### config.mk
export PLATFORM = sky130hd
export DESIGN_NAME = cdc_offset_balance_dac_calibration_regs
export DESIGN_NICKNAME = d
export VERILOG_FILES = /design/src/sinc3_filter.v /design/src/cdc_offset_balance_dac_calibration_regs.v
export VERILOG_INCLUDE_DIRS = /design/src /design/src/src
export SDC_FILE = /design/constraint.sdc
export NUM_CORES = 2
export LEC_CHECK = 0
export ABC_AREA = 1
export BUFFER_PORTS_ARGS = -buffer_cell sky130_fd_sc_hd__buf_2
export CORE_MARGIN = 2
export CORE_UTILIZATION = 60
export DETAILED_ROUTE_END_ITERATION = 6
export GPL_ROUTABILITY_DRIVEN = 0
export MAX_ROUTING_LAYER = met4
export PLACE_DENSITY = 0.86
export RECOVER_POWER = 50
export SYNTH_ARGS = -nofsm -noshare
export SYNTH_HDL_FRONTEND = slang
export SYNTH_SLANG_ARGS = --single-unit
export TNS_END_PERCENT = 30
### constraint.sdc
create_clock -name clk -period 9.2 [get_ports clk]
set_input_delay 1.84 -clock clk [delete_from_list [all_inputs] [get_ports clk]]
set_output_delay 1.84 -clock clk [all_outputs]
set_load 0.01 [all_outputs]
### src/cdc_cal_regs.vh
// Register offsets, field positions, reset values and constants of the
// converter calibration register block. Included by the design files.
`ifndef CDC_CAL_REGS_VH
`define CDC_CAL_REGS_VH

`define POS_DAC_ADDR        8'h0B
`define NEG_DAC_ADDR        8'h0C
`define CAP_OFF_HI_ADDR     8'h0D
`define CAP_OFF_LO_ADDR     8'h0E
`define CAP_GAIN_HI_ADDR    8'h0F
`define CAP_GAIN_LO_ADDR    8'h10
`define VOLTAGE_GAIN_COEFFICIENT_HI_ADDR   8'h11
`define VOLTAGE_GAIN_COEFFICIENT_LO_ADDR   8'h12
`define CTRL_ADDR           8'h13
`define RESULT_HI_ADDR      8'h14
`define RESULT_MID_ADDR     8'h15
`define RESULT_LO_ADDR      8'h16

`define DAC_ATTACH_BIT      7
`define DAC_RESET           8'h00
`define CAP_OFF_RESET       16'h8000
`define CTRL_RESET          8'h00

// Control register fields
`define CTRL_DIFF_BIT       0
`define CTRL_EXC1_EN_BIT    1
`define CTRL_EXC1_INV_BIT   2
`define CTRL_EXC2_EN_BIT    3
`define CTRL_EXC2_INV_BIT   4
`define CTRL_VOLT_BIT       5
`define CTRL_OFFCAL_BIT     6

`define MID_SCALE           24'h800000
`define OFF_SHIFT           7

`endif

### src/sinc3_filter.v
// Third-order decimating filter on a one-bit density stream.
// Assumes bit_in is synchronous to clk and sampled when bit_valid is high.
module sinc3_filter #(
    parameter DECIM = 256,
    parameter W     = 25
) (
    // Clock and reset
    input  wire         clk,
    input  wire         rst_n,
    // Modulator stream
    input  wire         bit_in,
    input  wire         bit_valid,
    // Filtered word
    output reg  [W-1:0] data_r,
    output reg          data_valid_r
);

reg [W-1:0] int_r [0:2];
reg [W-1:0] dif_r [0:2];
reg [15:0]  cnt_r;
wire [W-1:0] d0 = int_r[2] - dif_r[0];
wire [W-1:0] d1 = d0 - dif_r[1];
wire [W-1:0] d2 = d1 - dif_r[2];
wire         dump = bit_valid && (cnt_r == DECIM[15:0] - 16'h0001);

////////////////////////////////////////////////////////////////////////
always @(posedge clk or negedge rst_n) begin
    if (!rst_n) begin
        int_r[0]     <= {W{1'b0}};
        int_r[1]     <= {W{1'b0}};
        int_r[2]     <= {W{1'b0}};
        dif_r[0]     <= {W{1'b0}};
        dif_r[1]     <= {W{1'b0}};
        dif_r[2]     <= {W{1'b0}};
        cnt_r        <= 16'h0000;
        data_r       <= {W{1'b0}};
        data_valid_r <= 1'b0;
    end else begin
        data_valid_r <= 1'b0;
        if (bit_valid) begin
            int_r[0] <= int_r[0] + {{(W-1){1'b0}}, bit_in};
            int_r[1] <= int_r[1] + int_r[0];
            int_r[2] <= int_r[2] + int_r[1];
            cnt_r    <= dump ? 16'h0000 : cnt_r + 16'h0001;
        end
        if (dump) begin
            dif_r[0]     <= int_r[2];
            dif_r[1]     <= d0;
            dif_r[2]     <= d1;
            data_r       <= d2;
            data_valid_r <= 1'b1;
        end
    end
end

endmodule // sinc3_filter

### src/cdc_offset_balance_dac_calibration_regs.v
// Calibration and control registers of the capacitance converter, plus
// the filtered result scaling. The host reaches registers through a
// byte-wide address pointer port from the serial front end on clk.
//
// Operation
// - Negative DAC attaches when bit 7 set and the negative input is connected (differential, not voltage mode)
// - DAC codes are 7-bit, monotonic
// - Offset coefficient subtracted in capacitance mode only; resets to 0x8000
// - Offset calibration writes coefficient automatically, in capacitance mode only
// - Offset LSB under 32 aF, span 1 pF
// - Capacitive gain coefficient shared by channels
// - Separate voltage gain coefficient
// - Filter output scaled before reading
// - Third-order filter converts bit stream
// - Excitation outputs configured independently
// - Single-ended mode detaches negative input
// - Differential mode reports input difference
// - Positive DAC attaches when bit 7 set
`include "cdc_cal_regs.vh"
module cdc_offset_balance_dac_calibration_regs #(
    parameter DECIM          = 256,
    parameter CAP_GAIN_INIT  = 16'h4000,
    parameter VOLTAGE_GAIN_COEFFICIENT_INIT = 16'h4000
) (
    // Clock and reset
    input  wire        clk,
    input  wire        rst_n,
    // Register port
    input  wire [7:0]  reg_addr,
    input  wire [7:0]  reg_wdata,
    input  wire        reg_wr,
    input  wire        reg_rd,
    output reg  [7:0]  reg_rdata_r,
    // Modulator stream, from analog core
    input  wire        mod_bit,
    input  wire        mod_valid,
    // Analog switch controls
    output reg         pos_dac_attach,
    output reg  [6:0]  pos_dac_code,
    output reg         neg_dac_attach,
    output reg  [6:0]  neg_dac_code,
    output reg         neg_input_connect,
    output reg         excitation_out_first,
    output reg         excitation_out_second,
    output reg         excitation_first_inv,
    output reg         excitation_second_inv,
    // Result ready
    output reg         result_ready_r
);

reg  [7:0]  pos_dac_r;
reg  [7:0]  neg_dac_r;
reg  [15:0] cap_off_r;
reg  [15:0] cap_gain_r;
reg  [15:0] voltage_gain_coefficient_r;
reg  [7:0]  ctrl_r;
reg  [23:0] result_r;
reg  [15:0] lo_hold_r;

wire [24:0] filt_data;
wire        filt_valid;

////////////////////////////////////////////////////////////////////////
// third-order filter
sinc3_filter #(.DECIM(DECIM), .W(25)) u_filter (
    .clk          (clk),
    .rst_n        (rst_n),
    .bit_in       (mod_bit),
    .bit_valid    (mod_valid),
    .data_r       (filt_data),
    .data_valid_r (filt_valid)
);

////////////////////////////////////////////////////////////////////////
// offset then gain scaling of filter output
wire        volt_mode = ctrl_r[`CTRL_VOLT_BIT];
wire        offcal    = ctrl_r[`CTRL_OFFCAL_BIT];
wire [23:0] raw       = filt_data[24:1];
// offset subtract, coefficient LSB weighted by shift
wire signed [25:0] off_term =
    $signed({3'b000, cap_off_r, 7'h00}) - $signed({2'b00, 24'h800000});
wire signed [25:0] centred =
    $signed({2'b00, raw}) - $signed({2'b00, `MID_SCALE})
    - (volt_mode ? 26'sh0 : off_term);
wire [15:0] gain = volt_mode ? voltage_gain_coefficient_r : cap_gain_r;
wire signed [42:0] prod = centred * $signed({1'b0, gain});
wire signed [28:0] scaled = prod[42:14];
wire [23:0] sat = (scaled > 29'sh07FFFFF) ? 24'hFFFFFF :
                  (scaled < -29'sh0800000) ? 24'h000000 :
                  scaled[23:0] + `MID_SCALE;
// new zero-scale coefficient from raw reading
wire [15:0] new_off = raw[23:8] - 16'h8000 + cap_off_r;

////////////////////////////////////////////////////////////////////////
always @(posedge clk or negedge rst_n) begin
    if (!rst_n) begin
        pos_dac_r      <= `DAC_RESET;
        neg_dac_r      <= `DAC_RESET;
        cap_off_r      <= `CAP_OFF_RESET;
        cap_gain_r     <= CAP_GAIN_INIT;
        voltage_gain_coefficient_r    <= VOLTAGE_GAIN_COEFFICIENT_INIT;
        ctrl_r         <= `CTRL_RESET;
        result_r       <= `MID_SCALE;
        result_ready_r <= 1'b0;
    end else begin
        if (reg_wr) begin
            case (reg_addr)
                `POS_DAC_ADDR:      pos_dac_r          <= reg_wdata;
                `NEG_DAC_ADDR:      neg_dac_r          <= reg_wdata;
                `CAP_OFF_HI_ADDR:   cap_off_r[15:8]    <= reg_wdata;
                `CAP_OFF_LO_ADDR:   cap_off_r[7:0]     <= reg_wdata;
                `CAP_GAIN_HI_ADDR:  cap_gain_r[15:8]   <= reg_wdata;
                `CAP_GAIN_LO_ADDR:  cap_gain_r[7:0]    <= reg_wdata;
                `VOLTAGE_GAIN_COEFFICIENT_HI_ADDR: voltage_gain_coefficient_r[15:8]  <= reg_wdata;
                `VOLTAGE_GAIN_COEFFICIENT_LO_ADDR: voltage_gain_coefficient_r[7:0]   <= reg_wdata;
                `CTRL_ADDR:         ctrl_r             <= reg_wdata;
                default: ;
            endcase
        end
        if (reg_rd && reg_addr == `RESULT_HI_ADDR)
            result_ready_r <= 1'b0;
        if (filt_valid) begin
            // calibration result wins over a host write
            if (offcal && !volt_mode) begin
                cap_off_r <= new_off;
                ctrl_r[`CTRL_OFFCAL_BIT] <= 1'b0;
            end else begin
                result_r       <= sat;
                result_ready_r <= 1'b1;
            end
        end
    end
end

////////////////////////////////////////////////////////////////////////
// Read mux; low result bytes frozen at high-byte read
always @(posedge clk or negedge rst_n) begin
    if (!rst_n) begin
        reg_rdata_r <= 8'h00;
        lo_hold_r   <= 16'h0000;
    end else if (reg_rd) begin
        case (reg_addr)
            `POS_DAC_ADDR:      reg_rdata_r <= pos_dac_r;
            `NEG_DAC_ADDR:      reg_rdata_r <= neg_dac_r;
            `CAP_OFF_HI_ADDR:   reg_rdata_r <= cap_off_r[15:8];
            `CAP_OFF_LO_ADDR:   reg_rdata_r <= cap_off_r[7:0];
            `CAP_GAIN_HI_ADDR:  reg_rdata_r <= cap_gain_r[15:8];
            `CAP_GAIN_LO_ADDR:  reg_rdata_r <= cap_gain_r[7:0];
            `VOLTAGE_GAIN_COEFFICIENT_HI_ADDR: reg_rdata_r <= voltage_gain_coefficient_r[15:8];
            `VOLTAGE_GAIN_COEFFICIENT_LO_ADDR: reg_rdata_r <= voltage_gain_coefficient_r[7:0];
            `CTRL_ADDR:         reg_rdata_r <= ctrl_r;
            `RESULT_HI_ADDR:    reg_rdata_r <= result_r[23:16];
            `RESULT_MID_ADDR:   reg_rdata_r <= lo_hold_r[15:8];
            `RESULT_LO_ADDR:    reg_rdata_r <= lo_hold_r[7:0];
            default:            reg_rdata_r <= 8'h00;
        endcase
        if (reg_addr == `RESULT_HI_ADDR)
            lo_hold_r <= result_r[15:0];
    end
end

////////////////////////////////////////////////////////////////////////
// Analog switch decode
always @* begin
    pos_dac_attach        = pos_dac_r[`DAC_ATTACH_BIT];
    pos_dac_code          = pos_dac_r[6:0];
    // negative input only used in differential mode
    neg_input_connect     = ctrl_r[`CTRL_DIFF_BIT] && !volt_mode;
    // negative DAC attach follows bit 7 only while the negative input is connected
    neg_dac_attach        = neg_dac_r[`DAC_ATTACH_BIT] && neg_input_connect;
    neg_dac_code          = neg_dac_r[6:0];
    excitation_out_first  = ctrl_r[`CTRL_EXC1_EN_BIT];
    excitation_out_second = ctrl_r[`CTRL_EXC2_EN_BIT];
    excitation_first_inv  = ctrl_r[`CTRL_EXC1_INV_BIT];
    excitation_second_inv = ctrl_r[`CTRL_EXC2_INV_BIT];
end

endmodule // cdc_offset_balance_dac_calibration_regs

* Word-level counts from Yosys, hierarchy flattened *
Cells that the tools add are included.

operators by class
  add/sub/neg operators = 13
  multiply operators = 1
  order comparisons = 2
  equality and inequality tests = 13
  mux-type cells = 19
  bitwise gates (word level) = 1
  reduce and logical (&&, ||, !) cells = 15

operators by type and width
  cell                    count
  $pmux 8 s12             1
  $mux 16                 5
  $sub 25x25->25          3
  $eq 8x5->1 const B      7
  $add 25x25->25          2
  $mux 24                 2
  $mul 26x17->43          1
  $eq 8x4->1 const B      5
  $gt 29x24->1 const B    1
  $lt 29x24->1 const B    1
  $mux 26                 1
  $sub 25x26->26          1
  $add 25x1->25           1
  $sub 23x24->25 const B  1
  $sub 24x24->25 const B  1
  $add 24x24->24 const B  1
  $reduce_and 2->1        9
  $add 16x1->16 const B   1
  $add 16x16->16          1
  $eq 16x8->1 const B     1
  $mux 8                  2
  $sub 16x16->16 const B  1
  $mux 7                  2
  $mux 1                  6
  other kinds (3)         7

storage, ports and cells
  register bits = 313
  input port bits = 22
  output and inout port bits = 30
  logic and storage cells = 86

* Depth between registers and ports, before layout *
  depth in word-level cells = 7
  gate-level depth with buffers = 46
  depth with buffers taken out = 43

* Modules after synthesis *
Synthesis repeated with hierarchy kept, for this count alone.

second synthesis, totals
  cell total of the unflattened synthesis = 4885
  area, all modules = 37342.1 um^2

by module, submodules not included
  module                                   times used  cells an instance  area each (um^2)  sequential area each (um^2)
  cdc_offset_balance_dac_calibration_regs  1           3037               23398.7           3032.9
  sinc3_filter                             1           1848               13943.4           4804.6

* Worst setup path before layout *
OpenSTA, ideal clock, no wires.

  path kind = flip-flop to flip-flop
  start = register ctrl_r[5]
  end = register result_r[3]
  library setup time = 0.073 ns
  arrival time = 8.166 ns
  required time = 9.127 ns
  path slack = 0.961 ns
  cell stages (with the launch flop) = 41
  buffers on the path = 5
  period minus slack after synthesis = 8.239 ns
  cell sequence = dfrtp_1 clkbuf_1 clkbuf_1 nor2_1 ha_1 fa_1 o21ai_2 nand2_1 o21a_1 o21ai_2 nand3_1 nand2_1 nand2_1 nand2_1 buf_2 nor2_1 fa_1 fa_1 [5 not listed] fa_1 inv_1 fa_1 inv_1 ha_1 nand2_1 nor2_1 nand2_1 nor2_1 nand3_1 nand3_1 nand2_1 nand2_1 nand3_1 o21bai_4 buf_6 nand2_1 a21oi_2

between the ends
  word-level cells in the longest chain between the ends = 6
  elaborated cells between the ends (all ways) = 13
  those cells by class = add/sub (2); mul (1); order compare (2); mux (4); bitwise (1); reduce/logical (3)

ends and longest elaborated chain
  item                                                      RTL line                                       text
  start: declaration                                        cdc_offset_balance_dac_calibration_regs.v:56   reg [7:0] ctrl_r;
  start signal: assignment                                  cdc_offset_balance_dac_calibration_regs.v:102  ctrl_r <= `CTRL_RESET;
  start signal: assignment                                  cdc_offset_balance_dac_calibration_regs.v:116  `CTRL_ADDR: ctrl_r <= reg_wdata;
  $mux 26                                                   cdc_offset_balance_dac_calibration_regs.v:84   - (volt_mode ? 26'sh0 : off_term);
  $sub 25x26->26                                            cdc_offset_balance_dac_calibration_regs.v:83   $signed({2'b00, raw}) - $signed({2'b00, `MID_SCALE})
  $mul 26x17->43                                            cdc_offset_balance_dac_calibration_regs.v:86   wire signed [42:0] prod = centred * $signed({1'b0, gain});
  $add 24x24->24 (no line) or $lt 29x24->1 (tied branches)  -
  $mux 24 (no line) (2 in a row)                            -
  end signal: assignment                                    cdc_offset_balance_dac_calibration_regs.v:103  result_r <= `MID_SCALE;
  end signal: assignment                                    cdc_offset_balance_dac_calibration_regs.v:128  result_r <= sat;
  end: declaration                                          cdc_offset_balance_dac_calibration_regs.v:57   reg [23:0] result_r;

Several ways; a longest one is shown, not always the timed one.
A chain may end at the register's enable or synchronous reset.

* Worst setup path after layout *
  start = register ctrl_r[5]
  end = register result_r[17]

The elaborated chain is that of the path after synthesis.

==> impl_metrics.yaml <==
cells_and_area:
  final_nets: 5527
  insertedDiodeCount: 0
  final_util_pct: 64.5
  finalInstanceArea_mm2: 0.0389
  synthToLayoutAreaGrowth_pct: 6.25
  layout-drive-gt1-share_pct: 5.44
drt:
  drtPass1Iterations: 7
  drtIter0Drc: 2964
  route.antenna.remaining_nets: 0
  wire_per_inst_um: 17.6
  num_vias: 32400
  drc_errors: 1
  drt-vias-per-instance: 5.75
  wl_um: 99100
floorplanning:
  core-area_mm2: 0.0604
  ios: 52
  fp.dieArea_mm2: 0.0631
  row_count: 90
  start_util_pct: 60.7
  die_x_um: 251
  die_height_um: 251
pwr:
  power.density_mw_per_mm2: 328
  total_power_mw: 12.8
  p_leak_nw: 20.5
  ir_worst_vdd_uv: 470
sta:
  period_needed_ns: 8.75
  final-max-slew-violation-count: 448
  relSlewSlack_pct: -224
  period_share_pct: 95.1
  max_freq_ghz: 0.114
  tightest_slew_ns: 4.86
  finalHoldViolations: 0
  fin_ws_ns: 0.451
  fin_worst_skew_ns: 0.0248
  finalSetupViolations: 0
logic_synthesis:
  synth_fa_ha_area_share_pct: 31.3
  synth_compound_area_share_pct: 10.8
  yosysWarnings: 0
  synth_simple_gate_area_share_pct: 21.2
  async_flop_share_pct: 100
  synth-main-ff-cell: "dfrtp_1"
  synth_top_family_by_area: "adder cells"
  syn_area_per_cell_um2: 7.60
  synth_cells: 4825
  yosysSeqAreaShare_pct: 21.3
  synth_fp_nets: 5524
  synth_edf_count: 0
  synth-xor-area-share_pct: 3.61
  muxShareOfSynthArea_pct: 0.546
  ys_types: 64
  ys_seq_elements: 312
  synthesis.area_mm2: 0.0366
global_route:
  gr-total-overflow: 0
  grt_max_degree: 158
  grt_use_total_pct: 32.8
  grt_pass1_vias: 32400
  grt_pass1_wl_um: 162000
  antenna_found_initial: 0
setup_path:
  critPathKind: "reg -> reg"
  required_ns: 9.66
  cp.arrival_ns: 9.21
  path_max_fanout: 20
  rr_startpoint: "ctrl_r[5]"
  end_kind: "flip-flop"
  slowest_stage: "fa_1"
  crit_top_cell: "nand2_1"
  slowest_delay_ns: 0.68
  startpoint: "ctrl_r[5]"
  start_kind: "flip-flop"
status:
  status: "complete, but fails checks"
  violations: "DRC, capacitance limit, slew limit"
clocking:
  clk_latency_ns: 0.55
  numCtsBuffers: 36
  htreeDepth: 2
  clock_path_buffers: 3
  root_buffer: "clkbuf_16"
  clock-sinks: 312
  cts.clk_slew.worst_paths_ns: 0.06
  cts_tree: "done"
place:
  dp_hpwl_um: 77600
  place_area_mm2: 0.0376
  portBuffers: 51
  preCtsSetupSlack_ns: 0.415
min_path:
  hold_class: "reg -> reg"
  hp-start: "u_filter.cnt_r[12]"
flow_run:
  cap_violations: 6
-- logic make-up (layout without fill, tap and decap cells) --
group                    Yosys count  after routing
AND/OR/NAND/NOR                 1887           1887
XOR/XNOR                         151            151
flip-flops                       312            312
adder cells (fa/ha/maj)          677            677
multiplexers                      18             18
buffers and inverters           1081           1110
AO/OA/AOI/OAI                    699            700
-- synth_stat cells (49+ instances only) --
cell      instances  area, um2
a21oi_1         223       1120
xor2_1           97        850
or2_2            49        307
nand3_1         172        861
clkbuf_1         90        338
fa_1            401       8030
xnor2_1          54        473
nand2_1        1152       4320
nor2_1          385       1450
inv_1           946       3550
o21ai_0         305       1530
ha_1            276       3450
dfrtp_1         308       7710
-- worst max-delay path, delay by kind of cell, from the launching register on --
family / cells / cell delay [ns]
compound gates: 6 / 1.31
fa+ha+maj: 8 / 3.59
buf+inv: 9 / 0.96
flops: 1 / 0.41
simple gates: 19 / 2.40
-- final timing paths --
kind | endpoint | slack [ns] | cells past startpoint
min in group asynchronous | u_filter.int_r[56] | 3.05 | 1
max in group asynchronous | result_r[22] | 1.78 | 2
max | result_r[17] | 0.45 | 42
max reg2reg | result_r[17] | 0.45 | 42
min | u_filter.cnt_r[12] | 0.47 | 1
min reg2reg | u_filter.cnt_r[12] | 0.47 | 1
-- metrics by stage --
| step | cells | hold slack [ns] | setup TNS, ns |
|---|---|---|---|
| floorplan | 4825 | 0.442 | 0 |
| global placement | 5570 | 0.458 | 0 |
| detailed placement | 5570 | 0.463 | 0 |
| CTS | 5635 | 0.473 | 0 |
| global route | 5637 | 0.495 | -0.233 |
| finish | 5637 | 0.468 | 0 |
-- flip-flops by register name, summed over array words and instances, names as in the netlist, 8 cells and up --
register,count
cap_gain_r,16
cap_off_r,16
ctrl_r,8
lo_hold_r,16
neg_dac_r,8
pos_dac_r,8
reg_rdata_r,8
result_r,24
u_filter.cnt_r,16
u_filter.data_r,24
u_filter.dif_r,75
u_filter.int_r,75
voltage_gain_coefficient_r,16
-- routing by layer --
layer  GRT usage (%)  up-vias  wire length (um)
met5               -        -                 0
met4            16.6        0              5970
met3            6.17      400              9670
met2            52.3     1696             45100
met1            39.9    15300             38400
li1                -    15000                 -
-- final cells by class --
class	instances	area, um2
tap	782	978
sequential	312	7810
fill	4837	21400
clock buffer	46	1020
multi-input combinational	3433	24700
clock inverter	19	265
inverter	961	3610
timing repair buffer	84	504
-- placed cells by master (no fill, tap or decap), types with 4 or more instances in the layout --
master,count
nor2_1,384
clkbuf_1,5
o21bai_1,26
nor4_1,12
dfrtp_1,308
xor2_1,97
a21oi_2,19
nand4_1,42
buf_2,50
clkinv_2,7
clkinv_1,12
nand3b_1,6
inv_1,945
o21a_1,6
o22ai_1,13
xnor2_1,54
dfstp_2,4
a21oi_1,223
a21o_1,18
nand2_1,1150
a211oi_1,7
nand3_1,172
buf_4,28
a221oi_1,21
or2_2,49
bufinv_16,5
nor3_1,42
nand2_2,7
o21ai_1,6
mux2_2,16
clkbuf_8,8
o21ai_0,305
and2_1,5
fa_1,400
ha_1,276
o211ai_1,5
clkbuf_16,36
a31oi_1,20
o31ai_1,8
clkinvlp_4,4
-- report_power, final --
| group | switching (mW) | leakage [nW] | total, mW | internal (mW) |
|---|---|---|---|---|
| logic | 6.17 | 15.9 | 9.53 | 3.36 |
| registers | 0.165 | 3.99 | 1.69 | 1.53 |
| clock network | 0.628 | 0.631 | 1.56 | 0.932 |
-- what timing repair did --
| item | in CTS | in global routing |
|---|---|---|
| hold endpoints to repair | 0 | 0 |
| endpoints found under the setup margin | 0 | 23 |
| buffers inserted | 0 | 1 |
| hold buffers | 0 | 0 |
| resized for setup | 0 | 5 |
Note: power is estimated with default switching activity, not from simulation.
